### src/design/swap_xor_map.svh
// Opcode patterns, field positions and reset values for the swap/direction/xor executor.
`ifndef SWAP_XOR_MAP_SVH
`define SWAP_XOR_MAP_SVH
`define OP_SWAP_HI      6'h0e
`define OP_XORF_HI      6'h06
`define OP_XORI_HI      4'hf
`define OP_DIR_HI       9'h000
`define OP_DEST_BIT     5
`define OP_FADDR_MSB    4
`define OP_DIR_MSB      2
`define DIR_SEL_FIRST   3'h5
`define DIR_RESET       8'hff
`define W_RESET         8'h00
`define APB_W_OFF       12'h000
`define APB_INSTR_OFF   12'h004
`define APB_STATUS_OFF  12'h008
`define APB_DIR0_OFF    12'h00c
`define APB_DIR1_OFF    12'h010
`define APB_DIR2_OFF    12'h014
`define APB_FILE_OFF    12'h080
`endif

### src/design/swap_xor_pkg.sv
// Types shared by the swap/direction/xor executor.
`default_nettype none
package swap_xor_pkg;
  typedef enum logic [2:0] {
    op_none_t      = 3'b000,
    op_swap_t      = 3'b001,
    op_dir_t       = 3'b010,
    op_xori_t      = 3'b011,
    op_xorf_t      = 3'b100
  } op_kind_t;
  typedef struct packed {
    op_kind_t   kind;
    logic       dest_file;
    logic [4:0] faddr;
    logic [7:0] literal;
    logic [1:0] dir_sel;
    logic       dir_ok;
  } decoded_t;
endpackage
`default_nettype wire

### src/design/instr_decode.sv
// Combinational decoder of the four 12-bit instruction words handled here.
`include "swap_xor_map.svh"
`default_nettype none
module instr_decode
  import swap_xor_pkg::*;
(
  // Instruction word.
  input  wire logic [11:0] instr,
  // Decoded fields.
  output var decoded_t     dec
);
  wire       is_swap = (instr[11:6] == `OP_SWAP_HI);
  wire       is_xorf = (instr[11:6] == `OP_XORF_HI);
  wire       is_xori = (instr[11:8] == `OP_XORI_HI);
  wire       is_dir  = (instr[11:3] == `OP_DIR_HI);
  wire [2:0] dsel    = instr[`OP_DIR_MSB:0];
  wire       dir_ok  = is_dir && (dsel >= `DIR_SEL_FIRST);

  assign dec = '{
    kind:      is_swap ? op_swap_t : is_xorf ? op_xorf_t :
               is_xori ? op_xori_t : is_dir ? op_dir_t : op_none_t,
    dest_file: instr[`OP_DEST_BIT],
    faddr:     instr[`OP_FADDR_MSB:0],
    literal:   instr[7:0],
    dir_sel:   2'(dsel - `DIR_SEL_FIRST),
    dir_ok:    dir_ok
  };
endmodule
`default_nettype wire

### src/design/swap_xor_exec.sv
// Executor for nibble swap, direction load and the two exclusive-OR instructions.
//
// Operation
// - Nibble swap exchanges the two halves of the addressed file register, no flags.
// - Swap with destination 0 writes W; destination 1 writes the file register.
// - Direction load copies W into direction register 5, 6 or 7 only; no flags.
// - Immediate exclusive-OR writes W xor literal into W and sets zero.
// - File exclusive-OR combines W with file register 0 to 31; only zero changes.
// - File exclusive-OR destination 1 writes the file, leaving W; 0 writes W.
//
// Implementation choices: the placing of the registers and register access over APB.
`include "swap_xor_map.svh"
`default_nettype none
module swap_xor_exec
  import swap_xor_pkg::*;
(
  // Clock and reset.
  input  wire logic        pclk,
  input  wire logic        presetn,
  // APB slave.
  input  wire logic        psel,
  input  wire logic        penable,
  input  wire logic        pwrite,
  input  wire logic [11:0] paddr,
  input  wire logic [31:0] pwdata,
  output logic      [31:0] prdata,
  output logic             pready,
  output logic             pslverr,
  // Direction registers.
  output logic      [7:0]  port_a_direction,
  output logic      [7:0]  port_b_direction,
  output logic      [7:0]  port_c_direction,
  // Zero flag.
  output logic             zero_flag
);
  // Architectural state.
  logic [7:0]  w_r;
  logic [7:0]  file_r [0:31];
  // Three direction registers, for selects 5, 6 and 7.
  logic [7:0]  dir_r [0:2];
  logic        zero_r;

  // Software-visible record of the last issued word.
  logic [11:0] last_instr_r;
  logic        bad_dir_r;

  // Bus answer registers.
  logic [31:0] prdata_r;
  logic        pready_r;
  logic        pslverr_r;

  // Decoded form of the issued word.
  decoded_t    dec;

  // Compares a bus address with one register offset.
  function automatic logic reg_hit(input logic [11:0] addr, input logic [11:0] off);
    return (addr == off);
  endfunction

  // Tells whether a decoded word is of the given kind.
  function automatic logic kind_is(input decoded_t d, input op_kind_t k);
    return (d.kind == k);
  endfunction

  // Reads are answered from the setup cycle; writes land only at the edge that closes
  // the access cycle, where the master samples ready high.
  wire setup   = psel && !penable;
  wire access  = psel && penable && pready_r;
  wire wr_go   = access && pwrite;

  // Register decode.
  wire hit_w   = reg_hit(paddr, `APB_W_OFF);
  wire hit_ins = reg_hit(paddr, `APB_INSTR_OFF);
  wire hit_st  = reg_hit(paddr, `APB_STATUS_OFF);
  wire hit_d0  = reg_hit(paddr, `APB_DIR0_OFF);
  wire hit_d1  = reg_hit(paddr, `APB_DIR1_OFF);
  wire hit_d2  = reg_hit(paddr, `APB_DIR2_OFF);

  // The file window holds 32 word-aligned registers.
  wire hit_f   = (paddr[11:7] == 5'(`APB_FILE_OFF >> 7)) && (paddr[1:0] == 2'h0);
  // Word index within the file window.
  wire [4:0] f_idx = paddr[6:2];
  wire mapped  = hit_w | hit_ins | hit_st |
                 hit_d0 | hit_d1 | hit_d2 | hit_f;

  // Software write enables; an unmapped address enables nothing.
  wire w_wr    = wr_go && hit_w;
  wire st_wr   = wr_go && hit_st;
  wire f_wr    = wr_go && hit_f;

  // Issuing an instruction word executes it at the same edge the write lands.
  wire        exec    = wr_go && hit_ins;
  wire [11:0] instr_w = pwdata[11:0];

  // Decoding works on the write data itself, so no instruction register sits in the path.
  instr_decode u_dec (
    .instr (instr_w),
    .dec   (dec)
  );

  // Operand fetch and the three results.
  wire [7:0] fval    = file_r[dec.faddr];
  wire [7:0] swapped = {fval[3:0], fval[7:4]};
  wire [7:0] xf_res  = w_r ^ fval;
  wire [7:0] xi_res  = w_r ^ dec.literal;

  // A kind only counts while its word is being executed.
  wire       is_swap = exec && kind_is(dec, op_swap_t);
  wire       is_xorf = exec && kind_is(dec, op_xorf_t);
  wire       is_xori = exec && kind_is(dec, op_xori_t);
  wire       is_dir  = exec && kind_is(dec, op_dir_t);

  // Swap and file exclusive-OR share one destination bit; the immediate form always
  // returns its result to W.
  wire [7:0] alu_res = is_swap ? swapped : xf_res;
  wire       to_file = (is_swap || is_xorf) && dec.dest_file;
  wire       to_w    = ((is_swap || is_xorf) && !dec.dest_file) || is_xori;

  // Zero follows only the two exclusive-OR results.
  wire       xi_zero = (xi_res == 8'h00);
  wire       xf_zero = (xf_res == 8'h00);

  // A direction load with a select below the first port does nothing but mark itself.
  wire       bad_dir = is_dir && !dec.dir_ok;

  // Next W: an executed result first, then a software write, else hold.
  wire [7:0] w_nxt = to_w ? (is_xori ? xi_res : alu_res) :
                     w_wr ? pwdata[7:0] : w_r;
  // Next zero flag: an exclusive-OR result first, then a software write, else hold.
  wire       zero_nxt = is_xori ? xi_zero :
                        is_xorf ? xf_zero :
                        st_wr   ? pwdata[0] : zero_r;

  // Read words; bits above each register's width read as zero.
  wire [31:0] rd_w   = {24'h000000, w_r};
  wire [31:0] rd_ins = {20'h00000, last_instr_r};
  wire [31:0] rd_st  = {30'h00000000, bad_dir_r, zero_r};
  wire [31:0] rd_d0  = {24'h000000, dir_r[0]};
  wire [31:0] rd_d1  = {24'h000000, dir_r[1]};
  wire [31:0] rd_d2  = {24'h000000, dir_r[2]};
  wire [31:0] rd_f   = {24'h000000, file_r[f_idx]};

  // Unmapped addresses read as zero.
  wire [31:0] rd_mux = hit_w   ? rd_w :
                       hit_ins ? rd_ins :
                       hit_st  ? rd_st :
                       hit_d0  ? rd_d0 :
                       hit_d1  ? rd_d1 :
                       hit_d2  ? rd_d2 :
                       hit_f   ? rd_f : 32'h00000000;

  // W and the zero flag. Execution and software writes never meet, as they need
  // different addresses.
  always_ff @(posedge pclk or negedge presetn) begin
    if (!presetn) begin
      w_r    <= `W_RESET;
      zero_r <= 1'b0;
    end else begin
      w_r    <= w_nxt;
      zero_r <= zero_nxt;
    end
  end

  // The record of the last word moves only when a word executes.
  always_ff @(posedge pclk or negedge presetn) begin
    if (!presetn) begin
      last_instr_r <= 12'h000;
      bad_dir_r    <= 1'b0;
    end else if (exec) begin
      last_instr_r <= instr_w;
      bad_dir_r    <= bad_dir;
    end
  end

  // File registers have no reset value, like ordinary data memory. An instruction result
  // and a software write never meet, as they need different addresses.
  always_ff @(posedge pclk) begin
    if (to_file) begin
      file_r[dec.faddr] <= alu_res;
    end else if (f_wr) begin
      file_r[f_idx] <= pwdata[7:0];
    end
  end

  // Direction registers come out of reset as all ones. Each one listens to its own
  // select value only.
  genvar g;
  generate
    for (g = 0; g < 3; g++) begin : g_dir
      always_ff @(posedge pclk or negedge presetn) begin
        if (!presetn) begin
          dir_r[g] <= `DIR_RESET;
        end else if (is_dir && dec.dir_ok && dec.dir_sel == 2'(g)) begin
          dir_r[g] <= w_r;
        end
      end
    end
  endgenerate

  // Zero-wait answer: ready, error and read data are registered in the setup cycle and
  // stand for exactly the one access cycle. An unmapped address answers with an error.
  always_ff @(posedge pclk or negedge presetn) begin
    if (!presetn) begin
      prdata_r  <= 32'h00000000;
      pready_r  <= 1'b0;
      pslverr_r <= 1'b0;
    end else begin
      pready_r  <= setup;
      pslverr_r <= setup && !mapped;
      prdata_r  <= (setup && !pwrite) ? rd_mux : 32'h00000000;
    end
  end

  // Every output comes straight from a register.
  assign prdata           = prdata_r;
  assign pready           = pready_r;
  assign pslverr          = pslverr_r;
  assign port_a_direction = dir_r[0];
  assign port_b_direction = dir_r[1];
  assign port_c_direction = dir_r[2];
  assign zero_flag        = zero_r;
endmodule
`default_nettype wire

### config.mk
export PLATFORM = sky130hd
export DESIGN_NAME = swap_xor_exec
export DESIGN_NICKNAME = d
export VERILOG_FILES = /design/src/design/swap_xor_pkg.sv /design/src/design/instr_decode.sv /design/src/design/swap_xor_exec.sv
export VERILOG_INCLUDE_DIRS = /design/src /design/src/design
export SDC_FILE = /design/constraint.sdc
export NUM_CORES = 1
export LEC_CHECK = 0
export ABC_CLOCK_PERIOD_IN_PS = 3500
export BUFFER_PORTS_ARGS = -buffer_cell sky130_fd_sc_hd__buf_2
export CAP_MARGIN = 20
export CORE_ASPECT_RATIO = 0.75
export CORE_MARGIN = 4
export CORE_UTILIZATION = 40
export CTS_CLUSTER_DIAMETER = 150
export DETAILED_ROUTE_END_ITERATION = 10
export GPL_TIMING_DRIVEN = 0
export PLACE_DENSITY_LB_ADDON = 0.1
export SYNTH_ARGS = -nofsm -noshare
export SYNTH_HDL_FRONTEND = slang
export SYNTH_HIERARCHICAL = 1
export SYNTH_SLANG_ARGS = --single-unit
### constraint.sdc
create_clock -name pclk -period 3.5 [get_ports pclk]
set_input_delay 0.525 -clock pclk [delete_from_list [all_inputs] [get_ports pclk]]
set_output_delay 0.525 -clock pclk [all_outputs]
set_load 0.005 [all_outputs]
# ---- After elaboration in Yosys (flattened, before gate mapping)
# Memories as Yosys holds them, arrays and structs flattened.
# Index checks and enable logic that the tools add are counted.
dict set report word_totals {
  inputBits 49
  reg_bits 60
  ram_bits 256
  latch_bits 0
  romBits 0
  n_memories 1
}
# memory depth word_bits read_ports rd_clocked_by_memory_dff wr line_no
set memory_table {}
lappend memory_table {file_r 32 8 2 0 1 swap_xor_exec.sv:38} ;# logic [7:0] file_r [0:31];
dict set report classes {
  reduce_logical 39
  muxes 27
  n_div 0
  n_shift 0
  magnitude_cmp 1
  n_eq_ne 15
  n_addsub 1
  bitwise_logic 8
  n_mul 0
}
# operator count
set ops {}
lappend ops {{8-bit 2-to-1 mux} 10}
lappend ops {{12-bit 2-to-1 mux} 3}
lappend ops {{12-bit by 4-bit == test with 1-bit output, second input constant} 2}
lappend ops {{12-bit by 5-bit == test with 1-bit output, second input constant} 2}
lappend ops {{1-bit logical AND} 23}
lappend ops {{8-bit logical NOT} 2}
lappend ops {{8-bit XOR} 2}
lappend ops {{12-bit by 3-bit == test with 1-bit output, second input constant} 1}
lappend ops {{12-bit logical NOT} 1}
lappend ops {{9-bit logical NOT} 1}
lappend ops {{1-bit 2-to-1 mux} 9}
lappend ops {{3-bit 2-to-1 mux} 3}
lappend ops {{8-bit OR reduction} 1}
lappend ops {{3-bit by 2-bit == test with 1-bit output, second input constant} 2}
lappend ops {{6-bit by 3-bit == test with 1-bit output, second input constant} 1}
lappend ops {{6-bit by 4-bit == test with 1-bit output, second input constant} 1}
lappend ops {{1-bit OR} 6}
lappend ops {{5-bit by 1-bit == test with 1-bit output, second input constant} 1}
lappend ops {{1-bit logical NOT} 5}
lappend ops {{5-bit 2-to-1 mux} 1}
lappend ops {{4-bit == test, second input constant} 1}
lappend ops {{2-bit logical NOT} 2}
lappend ops {{3-bit by 1-bit == test with 1-bit output, second input constant} 1}
lappend ops {{3-bit == test, second input constant} 1}
lappend ops {{other kinds (8)} 9}

# ---- Longest topological paths before layout
# Gate-level depths: netlist of run 1.
dict set report logic_depth {
  word_depth 13
  ltp_mapped 11
  depth_no_buf 9
}

# ---- Cells and area by module
# Netlist of run 1, hierarchy kept.
# mod cells_per_inst seq_area_each_um2 instances area_per_inst_um2
set modules_own_cells {}
lappend modules_own_cells {swap_xor_exec 935 9218.8 1 15523.6}
lappend modules_own_cells {instr_decode 30 0.0 1 205.2}

# ---- Least setup slack after synthesis of run 1
# No wires, ideal clock.
dict set report synth_path {
  path_kind {input -> register}
  start {input port pwdata[1]}
  end {memory file_r[0][1], data pin}
  t_arrival_ns 3.579
  path_buffers 3
  path_slack_ns -0.456
  stages 9
  required_time_ns 3.123
  path_cell_list {buf_4 -> buf_1 -> clkbuf_1 -> mux4_2 -> mux4_2 -> mux2i_1 -> xnor2_1 -> mux2_2 -> a21oi_1}
}
dict set report synth_via {
  elab_chain_len 4
}
# item line_no
set synth_rtl {}
lappend synth_rtl {{from (decl)} swap_xor_exec.sv:25} ;# input wire logic [31:0] pwdata,
lappend synth_rtl {{memory read 32 x 8 bit} --}
lappend synth_rtl {{8-bit XOR} swap_xor_exec.sv:104} ;# wire [7:0] xf_res = w_r ^ fval;
lappend synth_rtl {{8-bit 2-to-1 mux} swap_xor_exec.sv:115} ;# wire [7:0] alu_res = is_swap ? swapped : xf_res;
lappend synth_rtl {{8-bit 2-to-1 mux (no line) *} --}
lappend synth_rtl {{to (decl)} swap_xor_exec.sv:38}
# Every way passes the cells marked *; elsewhere a longest branch is shown, timed or not.

# ---- Worst setup path after layout of run 1
dict set report layout_path {
  start {input port paddr[3]}
  end {memory file_r[19][6], enable pin}
}
dict set report layout_via {
  elab_chain_len 9
  elab_cells_between_ends 13
  classes_between {eq/ne: 1; mux: 6; reduce/logical: 6}
}
# item line_no
set layout_rtl {}
lappend layout_rtl {{from (decl)} swap_xor_exec.sv:24} ;# input wire logic [11:0] paddr,
lappend layout_rtl {{12-bit by 3-bit == test with 1-bit output} swap_xor_exec.sv:57} ;# return (addr == off);
lappend layout_rtl {{1-bit logical AND} swap_xor_exec.sv:92} ;# wire exec = wr_go && hit_ins;
lappend layout_rtl {{1-bit logical AND (on tied branches)} {swap_xor_exec.sv:108, swap_xor_exec.sv:109}}
lappend layout_rtl {{1-bit logical OR} swap_xor_exec.sv:116} ;# wire to_file = (is_swap || is_xorf) && dec.dest_file;
lappend layout_rtl {{1-bit logical AND} swap_xor_exec.sv:116}
lappend layout_rtl {{1-bit 2-to-1 mux} swap_xor_exec.sv:178} ;# if (to_file) begin
lappend layout_rtl {{1-bit 2-to-1 mux (not written as such)} swap_xor_exec.sv:181} ;# file_r[f_idx] <= pwdata[7:0];
lappend layout_rtl {{8-bit OR reduction (no line)} --}
lappend layout_rtl {{5-bit 2-to-1 mux (no line) or 1-bit 2-to-1 mux (tied branches)} --}
# Parallel ways exist; a longest one is shown, timed or not.

==> flow_metrics.py, run 1 <==
metrics = {
    "logic_synthesis": {
        "syn-cell-area_sq_mm": 0.0157,
        "postSynthCellCount": 965,
        "yosysUniqueCellTypes": 61,
        "ys_seq_area_share_pct": 58.6,
        "ys_ff_latch": 316,
        "ys.flop_type": "edfxtp_1",
        "avgSynthCellArea_sq_um": 16.3,
        "synth_edf_count": 256,
        "async_flop_share_pct": 19.0,
        "synth.yosys.warnings": 6,
    },
    "finish": {
        "final_cells": 1673,
        "nets": 1186,
        "multiInputGateArea_sq_mm": 0.00643,
        "syn2layout_area_growth_pct": 21.0,
        "n_fill_cell": 3222,
        "drive_gt1_share_pct": 41.9,
        "diodes": 0,
        "seqCellArea_sq_mm": 0.00922,
    },
    "worst_setup_path": {
        "crit_type": "in -> reg",
        "worstPathCellList": "clkbuf_1, buf_2, clkdlybuf4s15_2, buf_2, and2_1, buf_1, a32oi_4, buf_12, nor2_2, buf_4",
        "critPathBufInv": 7,
        "crit_fanout": 10,
        "crit_path_end_kind": "flop",
        "crit_top_cell": "buf_2",
        "critPathTopFamily": "buffers and inverters",
        "rr_worst_depth": 7,
        "startpoint_type": "input pin",
        "cp.required_ns": 3.73,
        "rr_endpoint": "file_r[24][6]",
        "critPathArrivalTime_ns": 3.69,
        "reg2reg_slack_ns": 0.10,
        "critPathSlowestCell": "buf_1",
        "r2r_start": "pready",
        "max_stage_delay_ns": 0.59,
    },
    "sta": {
        "finalSetupViolCount": 0,
        "post-route-period-util_pct": 98.8,
        "rsz0062_at_grt": "false",
        "post-route-min-period_ns": 3.46,
        "tightestPinTransition_ns": 1.16,
        "hold_viol": 0,
        "drv_slew": 0,
        "timing.slew.headroom_pct": 21.4,
        "clock_skew_ns": 0.0180,
        "fmax_mhz": 289,
    },
    "routing": {
        "drc": 0,
        "drt-initial-drc-count": 1366,
        "totalWireLength_um": 51400,
        "avgRoutedWirePerCell_um": 30.8,
        "avgViaCountPerCell": 5.98,
        "firstDrtPassIters": 5,
        "route.vias.total": 10009,
        "postRouteAntennaNets": 0,
    },
    "grt": {
        "grt_util_met2_pct": 33.0,
        "grt_pass1_vias": 9797,
        "grt_max_degree": 39,
        "grt_antenna_before_repair": 3,
        "grt_util_met1_pct": 35.9,
        "grt_usage_pct": 24.0,
        "grt_use_met3_pct": 9.04,
        "grt_overflow": 0,
        "grt_pass1_wl_um": 73400,
        "grt_busiest_layer": "met1",
    },
    "placement": {
        "dp_cells": 1562,
        "io_buffers": 63,
        "hpwl_um": 33400,
        "gp_congestion": 0.882,
    },
    "power_and_ir_drop": {
        "clkPwrFrac_pct": 41.7,
        "power_leakage_nw": 6.58,
        "p_sw_share_pct": 24.2,
        "p_switching_mw": 2.13,
        "p_per_area_mw_per_mm2": 463,
        "power_mw": 8.82,
        "max-vdd-ir-drop_mv": 0.412,
        "internal-power_mw": 6.69,
        "power_frac_comb_pct": 11.3,
        "p_seq_share_pct": 47.0,
    },
    "clock_tree": {
        "cts_tree": "built",
        "cts.sinks": 316,
        "clk_latency_ns": 0.54,
        "cts_buffer_depth": 3,
        "numCtsBuffers": 35,
        "cts_max_level": 2,
        "cts-root-buf": "clkbuf_16",
        "clk_transition_reported_paths_ns": 0.06,
    },
    "hold_path": {
        "hold_end": "pready",
        "holdPathStages": 2,
        "hold_path.class": "in -> reg",
        "worstHoldStart": "penable",
    },
    "floorplan": {
        "ioPinCount": 108,
        "die_h_um": 180,
        "rows": 62,
        "initial_core_util_pct": 40.8,
        "coreArea_sq_mm": 0.0386,
        "die_x_um": 237,
        "die_area_sq_mm": 0.0426,
    },
    "run_status": {
        "outcome": "finished, final reports clean",
    },
    "run": {
        "cap_violations": 0,
    },
}
==> power by group through the flow <==
stage	clock network [mW]	registers, mW	logic [mW]
3_5_place_dp	0	4.23	0.798
4_1_cts	3.74	4.14	0.954
5_1_grt	3.90	4.14	1.04
6_report	3.67	4.14	1.00
2_1_floorplan	0	4.22	0.485
3_3_place_gp	0	4.23	0.790
==> stage by stage <==
step	area, sq um	TNS, ns	setup slack, ns	utilization, %	hold slack [ns]
2_1_floorplan	15900	0	0.00547	-	0.229
6_report	19000	0	0.0437	49.4	0.192
4_1_cts	18900	-0.0319	-0.0189	48.9	0.172
3_5_place_dp	16900	-766.33	-1.87	43.8	0.457
5_1_grt	19000	0	0.0161	49.4	0.198
3_3_place_gp	16800	-796.39	-2.32	43.7	0.452
==> cells in the mapped netlist, types with 2 or more instances <==
library cell,instances,area (sq um)
edfxtp_1,256,7690
mux4_2,149,3360
nand2_1,86,323
nor2_1,76,285
clkbuf_1,38,143
buf_4,36,270
dfrtp_1,36,901
a21oi_1,32,160
dfstp_2,24,631
mux2_1,17,191
mux2_2,16,180
inv_1,14,52.6
buf_2,12,60.1
o21ai_0,10,50.1
mux2i_1,9,90.1
mux4_1,9,236
a211oi_2,8,100
a311o_1,8,80.1
o21ai_1,8,40.0
xnor2_1,8,70.1
xor2_1,8,70.1
buf_1,7,26.3
nand4_1,7,43.8
a211oi_1,6,45.0
a21o_1,6,45.0
nor3_1,6,30.0
nor4_1,6,37.5
a31oi_1,5,31.3
and2_1,5,31.3
a41oi_1,4,35.0
nand2b_1,4,25.0
nand3_1,4,20.0
o211ai_1,4,30.0
nor2b_1,3,18.8
o31ai_1,3,22.5
or2_2,3,18.8
a32oi_1,2,17.5
buf_12,2,40.0
buf_6,2,22.5
inv_2,2,7.51
nor3_2,2,20.0
o22ai_1,2,12.5
or4_1,2,15.0
==> cells in the final DEF (no fill, tap or decap), drive strengths merged, types with 2 or more instances in the layout <==
cell type    n
a31oi        5
conb        20
clkbuf      89
xor2         8
a41oi        4
o21ai       18
a311o        8
nor3         8
and2         5
dfrtp       36
nand2b       4
a32oi        2
o22ai        2
edfxtp     256
mux2i        9
nor2        77
or2          3
clkinv      11
mux2        33
nand3        4
a21o         6
o211ai       4
buf        163
o31ai        3
nand2       87
a21oi       40
inv         18
xnor2        8
nand4        7
nor4         6
mux4       158
nor2b        3
a211oi      14
dfstp       24
or4          2
==> logic make-up (layout without fill, tap and decap cells) <==
family          count (synthesis)  count (layout)  synth area share [%]
fa+ha+maj                       1               1                0.0795
mux                           200             200                  25.8
flops                         316             316                  58.6
other cells                     1              20                0.0238
xor+xnor                       16              16                 0.891
simple gates                  214             214                  6.08
compound gates                102             110                  4.47
buf+inv                       115             284                  4.07
==> timing repair <==
item	CTS	global route
hold endpoints to repair	8	0
gates cloned	8	0
hold buffers	1	0
pin swaps	24	7
setup buffers	32	7
gates resized for setup	97	14
setup endpoints to repair	529	417
==> worst max-delay path by stage <==
stage               from       endpoint  cells past startpoint
3_3_place_gp   pwdata[1]  file_r[16][3]                     10
4_1_cts         paddr[5]         w_r[4]                     10
2_1_floorplan  pwdata[1]   file_r[0][3]                      9
5_1_grt        pwdata[6]  file_r[14][4]                     11
3_5_place_dp   pwdata[1]   file_r[0][4]                     10
6_report        paddr[3]  file_r[19][6]                     10
==> final cells by class <==
class | instances | share of cell area (%)
sequential | 316 | 48.4
multi-input combinational | 561 | 33.8
clock buffer | 49 | 5.42
timing repair buffer | 107 | 4.87
tap | 512 | 3.37
buffer | 98 | 3.25
clock inverter | 13 | 0.526
inverter | 17 | 0.335
==> sequential cells by signal, summed over array words and instances (netlist names), 8 cells and up <==
signal,cells
file_r,256
port_b_direction,8
port_c_direction,8
prdata,12
last_instr_r,12
port_a_direction,8
w_r,8
==> layer usage <==
layer  share of wire, %  up-vias
met5              0.016        -
li1                   -     4183
met2                 42      510
met1                 44     5216
met4                2.9        2
met3                 12       98
(Power assumes the default switching activity.)
==> run 2: changes to the inputs <==
- CORE_ASPECT_RATIO: 0.75 -> 1.75
==> run 2 against run 1 <==
  * Final cell count is 1.9% lower
  * Highest routed layer is now met4
  * Non-clock buffer count rose by 5
  * Register-to-register slack improved by 0.09 ns
  * Global-route usage rose by 0.075 points
  * Critical path type unchanged
  * Wire length shrank 0.68%
==> flow_metrics.py, run 2 (synthesis results as in run 1) <==
metrics = {
    "run_status": {
        "outcome": "finished, final reports clean",
    },
    "power_and_ir_drop": {
        "p_per_area_mw_per_mm2": 438,
        "p_seq_share_pct": 49.6,
        "p_sw_share_pct": 23.7,
        "power_leakage_nw": 6.57,
        "max-vdd-ir-drop_mv": 0.365,
        "clkPwrFrac_pct": 39.0,
        "power_mw": 8.35,
        "internal-power_mw": 6.37,
        "power_frac_comb_pct": 11.4,
        "p_switching_mw": 1.98,
    },
    "grt": {
        "grt_pass1_wl_um": 72900,
        "grt_max_degree": 39,
        "grt_usage_pct": 24.1,
        "grt_pass1_vias": 10306,
        "grt_antenna_before_repair": 0,
        "grt_overflow": 0,
    },
    "worst_setup_path": {
        "crit_path_end_kind": "flop",
        "reg2reg_slack_ns": 0.19,
        "crit_type": "in -> reg",
        "critPathSlowestCell": "mux4_1",
        "critPathBufInv": 6,
        "crit_top_cell": "buf_4",
        "cp.required_ns": 3.83,
        "startpoint_type": "input pin",
        "critPathTopFamily": "multiplexers",
        "max_stage_delay_ns": 0.57,
        "worstPathCellList": "buf_2, buf_4, buf_6, buf_12, buf_8, mux4_1, mux4_2, mux2i_4, xnor2_1, mux2_2, a21oi_4, buf_4",
        "crit_fanout": 10,
        "critPathArrivalTime_ns": 3.78,
    },
    "finish": {
        "final_area_sq_mm": 0.0191,
        "syn2layout_area_growth_pct": 21.2,
        "fin_util_pct": 49.4,
        "largest_register_ff_count": 256,
        "largest_register": "file_r",
        "nets": 1184,
        "drive_gt1_share_pct": 41.4,
        "final_cells": 1642,
        "diodes": 0,
        "final_cell_mix": "edfxtp_1, mux4_2, nand2_1",
        "layout_commonest_cell": "edfxtp_1",
    },
    "sta": {
        "clock_skew_ns": 0.0176,
        "post-route-min-period_ns": 3.45,
        "fin_ws_ns": 0.0489,
        "fmax_mhz": 290,
        "post-route-period-util_pct": 98.6,
        "finalSetupViolCount": 0,
        "hold_viol": 0,
        "timing.slew.headroom_pct": 23.9,
        "drv_slew": 0,
        "tightestPinTransition_ns": 1.14,
    },
    "floorplan": {
        "die_x_um": 158,
        "die_h_um": 270,
        "die_area_sq_mm": 0.0427,
        "initial_core_util_pct": 40.7,
        "coreArea_sq_mm": 0.0386,
        "rows": 95,
        "ioPinCount": 108,
    },
    "clock_tree": {
        "numCtsBuffers": 30,
        "cts_max_level": 1,
        "clk_transition_reported_paths_ns": 0.07,
        "cts-root-buf": "clkbuf_16",
        "clk_latency_ns": 0.58,
        "cts_buffer_depth": 3,
        "cts.sinks": 316,
        "cts_tree": "built",
    },
    "routing": {
        "route.vias.total": 9759,
        "firstDrtPassIters": 7,
        "avgViaCountPerCell": 5.94,
        "avgRoutedWirePerCell_um": 31.1,
        "postRouteAntennaNets": 0,
        "totalWireLength_um": 51100,
        "drt-initial-drc-count": 663,
        "drc": 0,
    },
    "run": {
        "cap_violations": 0,
    },
    "hold_path": {
        "hold_path.class": "in -> reg",
    },
    "placement": {
        "io_buffers": 63,
        "place_area_sq_mm": 0.0169,
        "gp_congestion": 0.950,
        "hpwl_um": 36900,
        "pre_cts_ws_ns": -2.16,
        "dp_cells": 1541,
    },
}
[run 2: metrics by stage]
| stage | hold slack, ns | TNS, ns |
|---|---|---|
| finish | 0.145 | 0 |
| global placement | 0.450 | -900.82 |
| global route | 0.138 | -0.258 |
| floorplan | 0.229 | 0 |
| detailed placement | 0.456 | -833.52 |
| CTS | 0.122 | -12.38 |
[run 2: metal layers]
metal | global-route usage, % | vias up | part of all wire, %
met5 | 0 | - | 0
met4 | 15.0 | 0 | 8.1
met3 | 3.24 | 140 | 4.9
met2 | 43.3 | 395 | 53
met1 | 26.0 | 5056 | 34
li1 | - | 4168 | -
[run 2: worst paths after layout]
check | startpoint | cells after the start | endpoint
worst max-delay path | pwdata[0] | 12 | file_r[29][2]
worst min-delay path | penable | 2 | pready
worst max register to register | pready | 8 | file_r[9][6]
worst min register to register | last_instr_r[11] | 2 | last_instr_r[11]
max in group asynchronous | presetn | 3 | port_b_direction[5]
min in group asynchronous | presetn | 2 | prdata[8]
[run 2: power by group through the flow]
stage | clock, mW | combinational, mW | sequential [mW]
2_1_floorplan | 0 | 0.485 | 4.22
3_3_place_gp | 0 | 0.783 | 4.23
3_5_place_dp | 0 | 0.809 | 4.23
4_1_cts | 3.32 | 0.893 | 4.14
5_1_grt | 3.47 | 0.992 | 4.14
6_report | 3.26 | 0.949 | 4.14
[run 2: final cells by class]
class	instances	area, sq um
Fill cell	3267	19600
Sequential cell	316	9220
Multi-Input combinational cell	559	6450
Timing Repair Buffer	112	1150
Clock buffer	36	795
Buffer	98	614
Tap cell	485	607
Clock inverter	19	166
Inverter	17	63.8
[run 2: timing repair]
action	CTS	global route
pin swaps	29	9
setup buffers	30	9
hold buffers	1	0
resized for setup	99	14
cloned	6	0
endpoints found under the setup margin	522	451
hold endpoints to repair	19	0
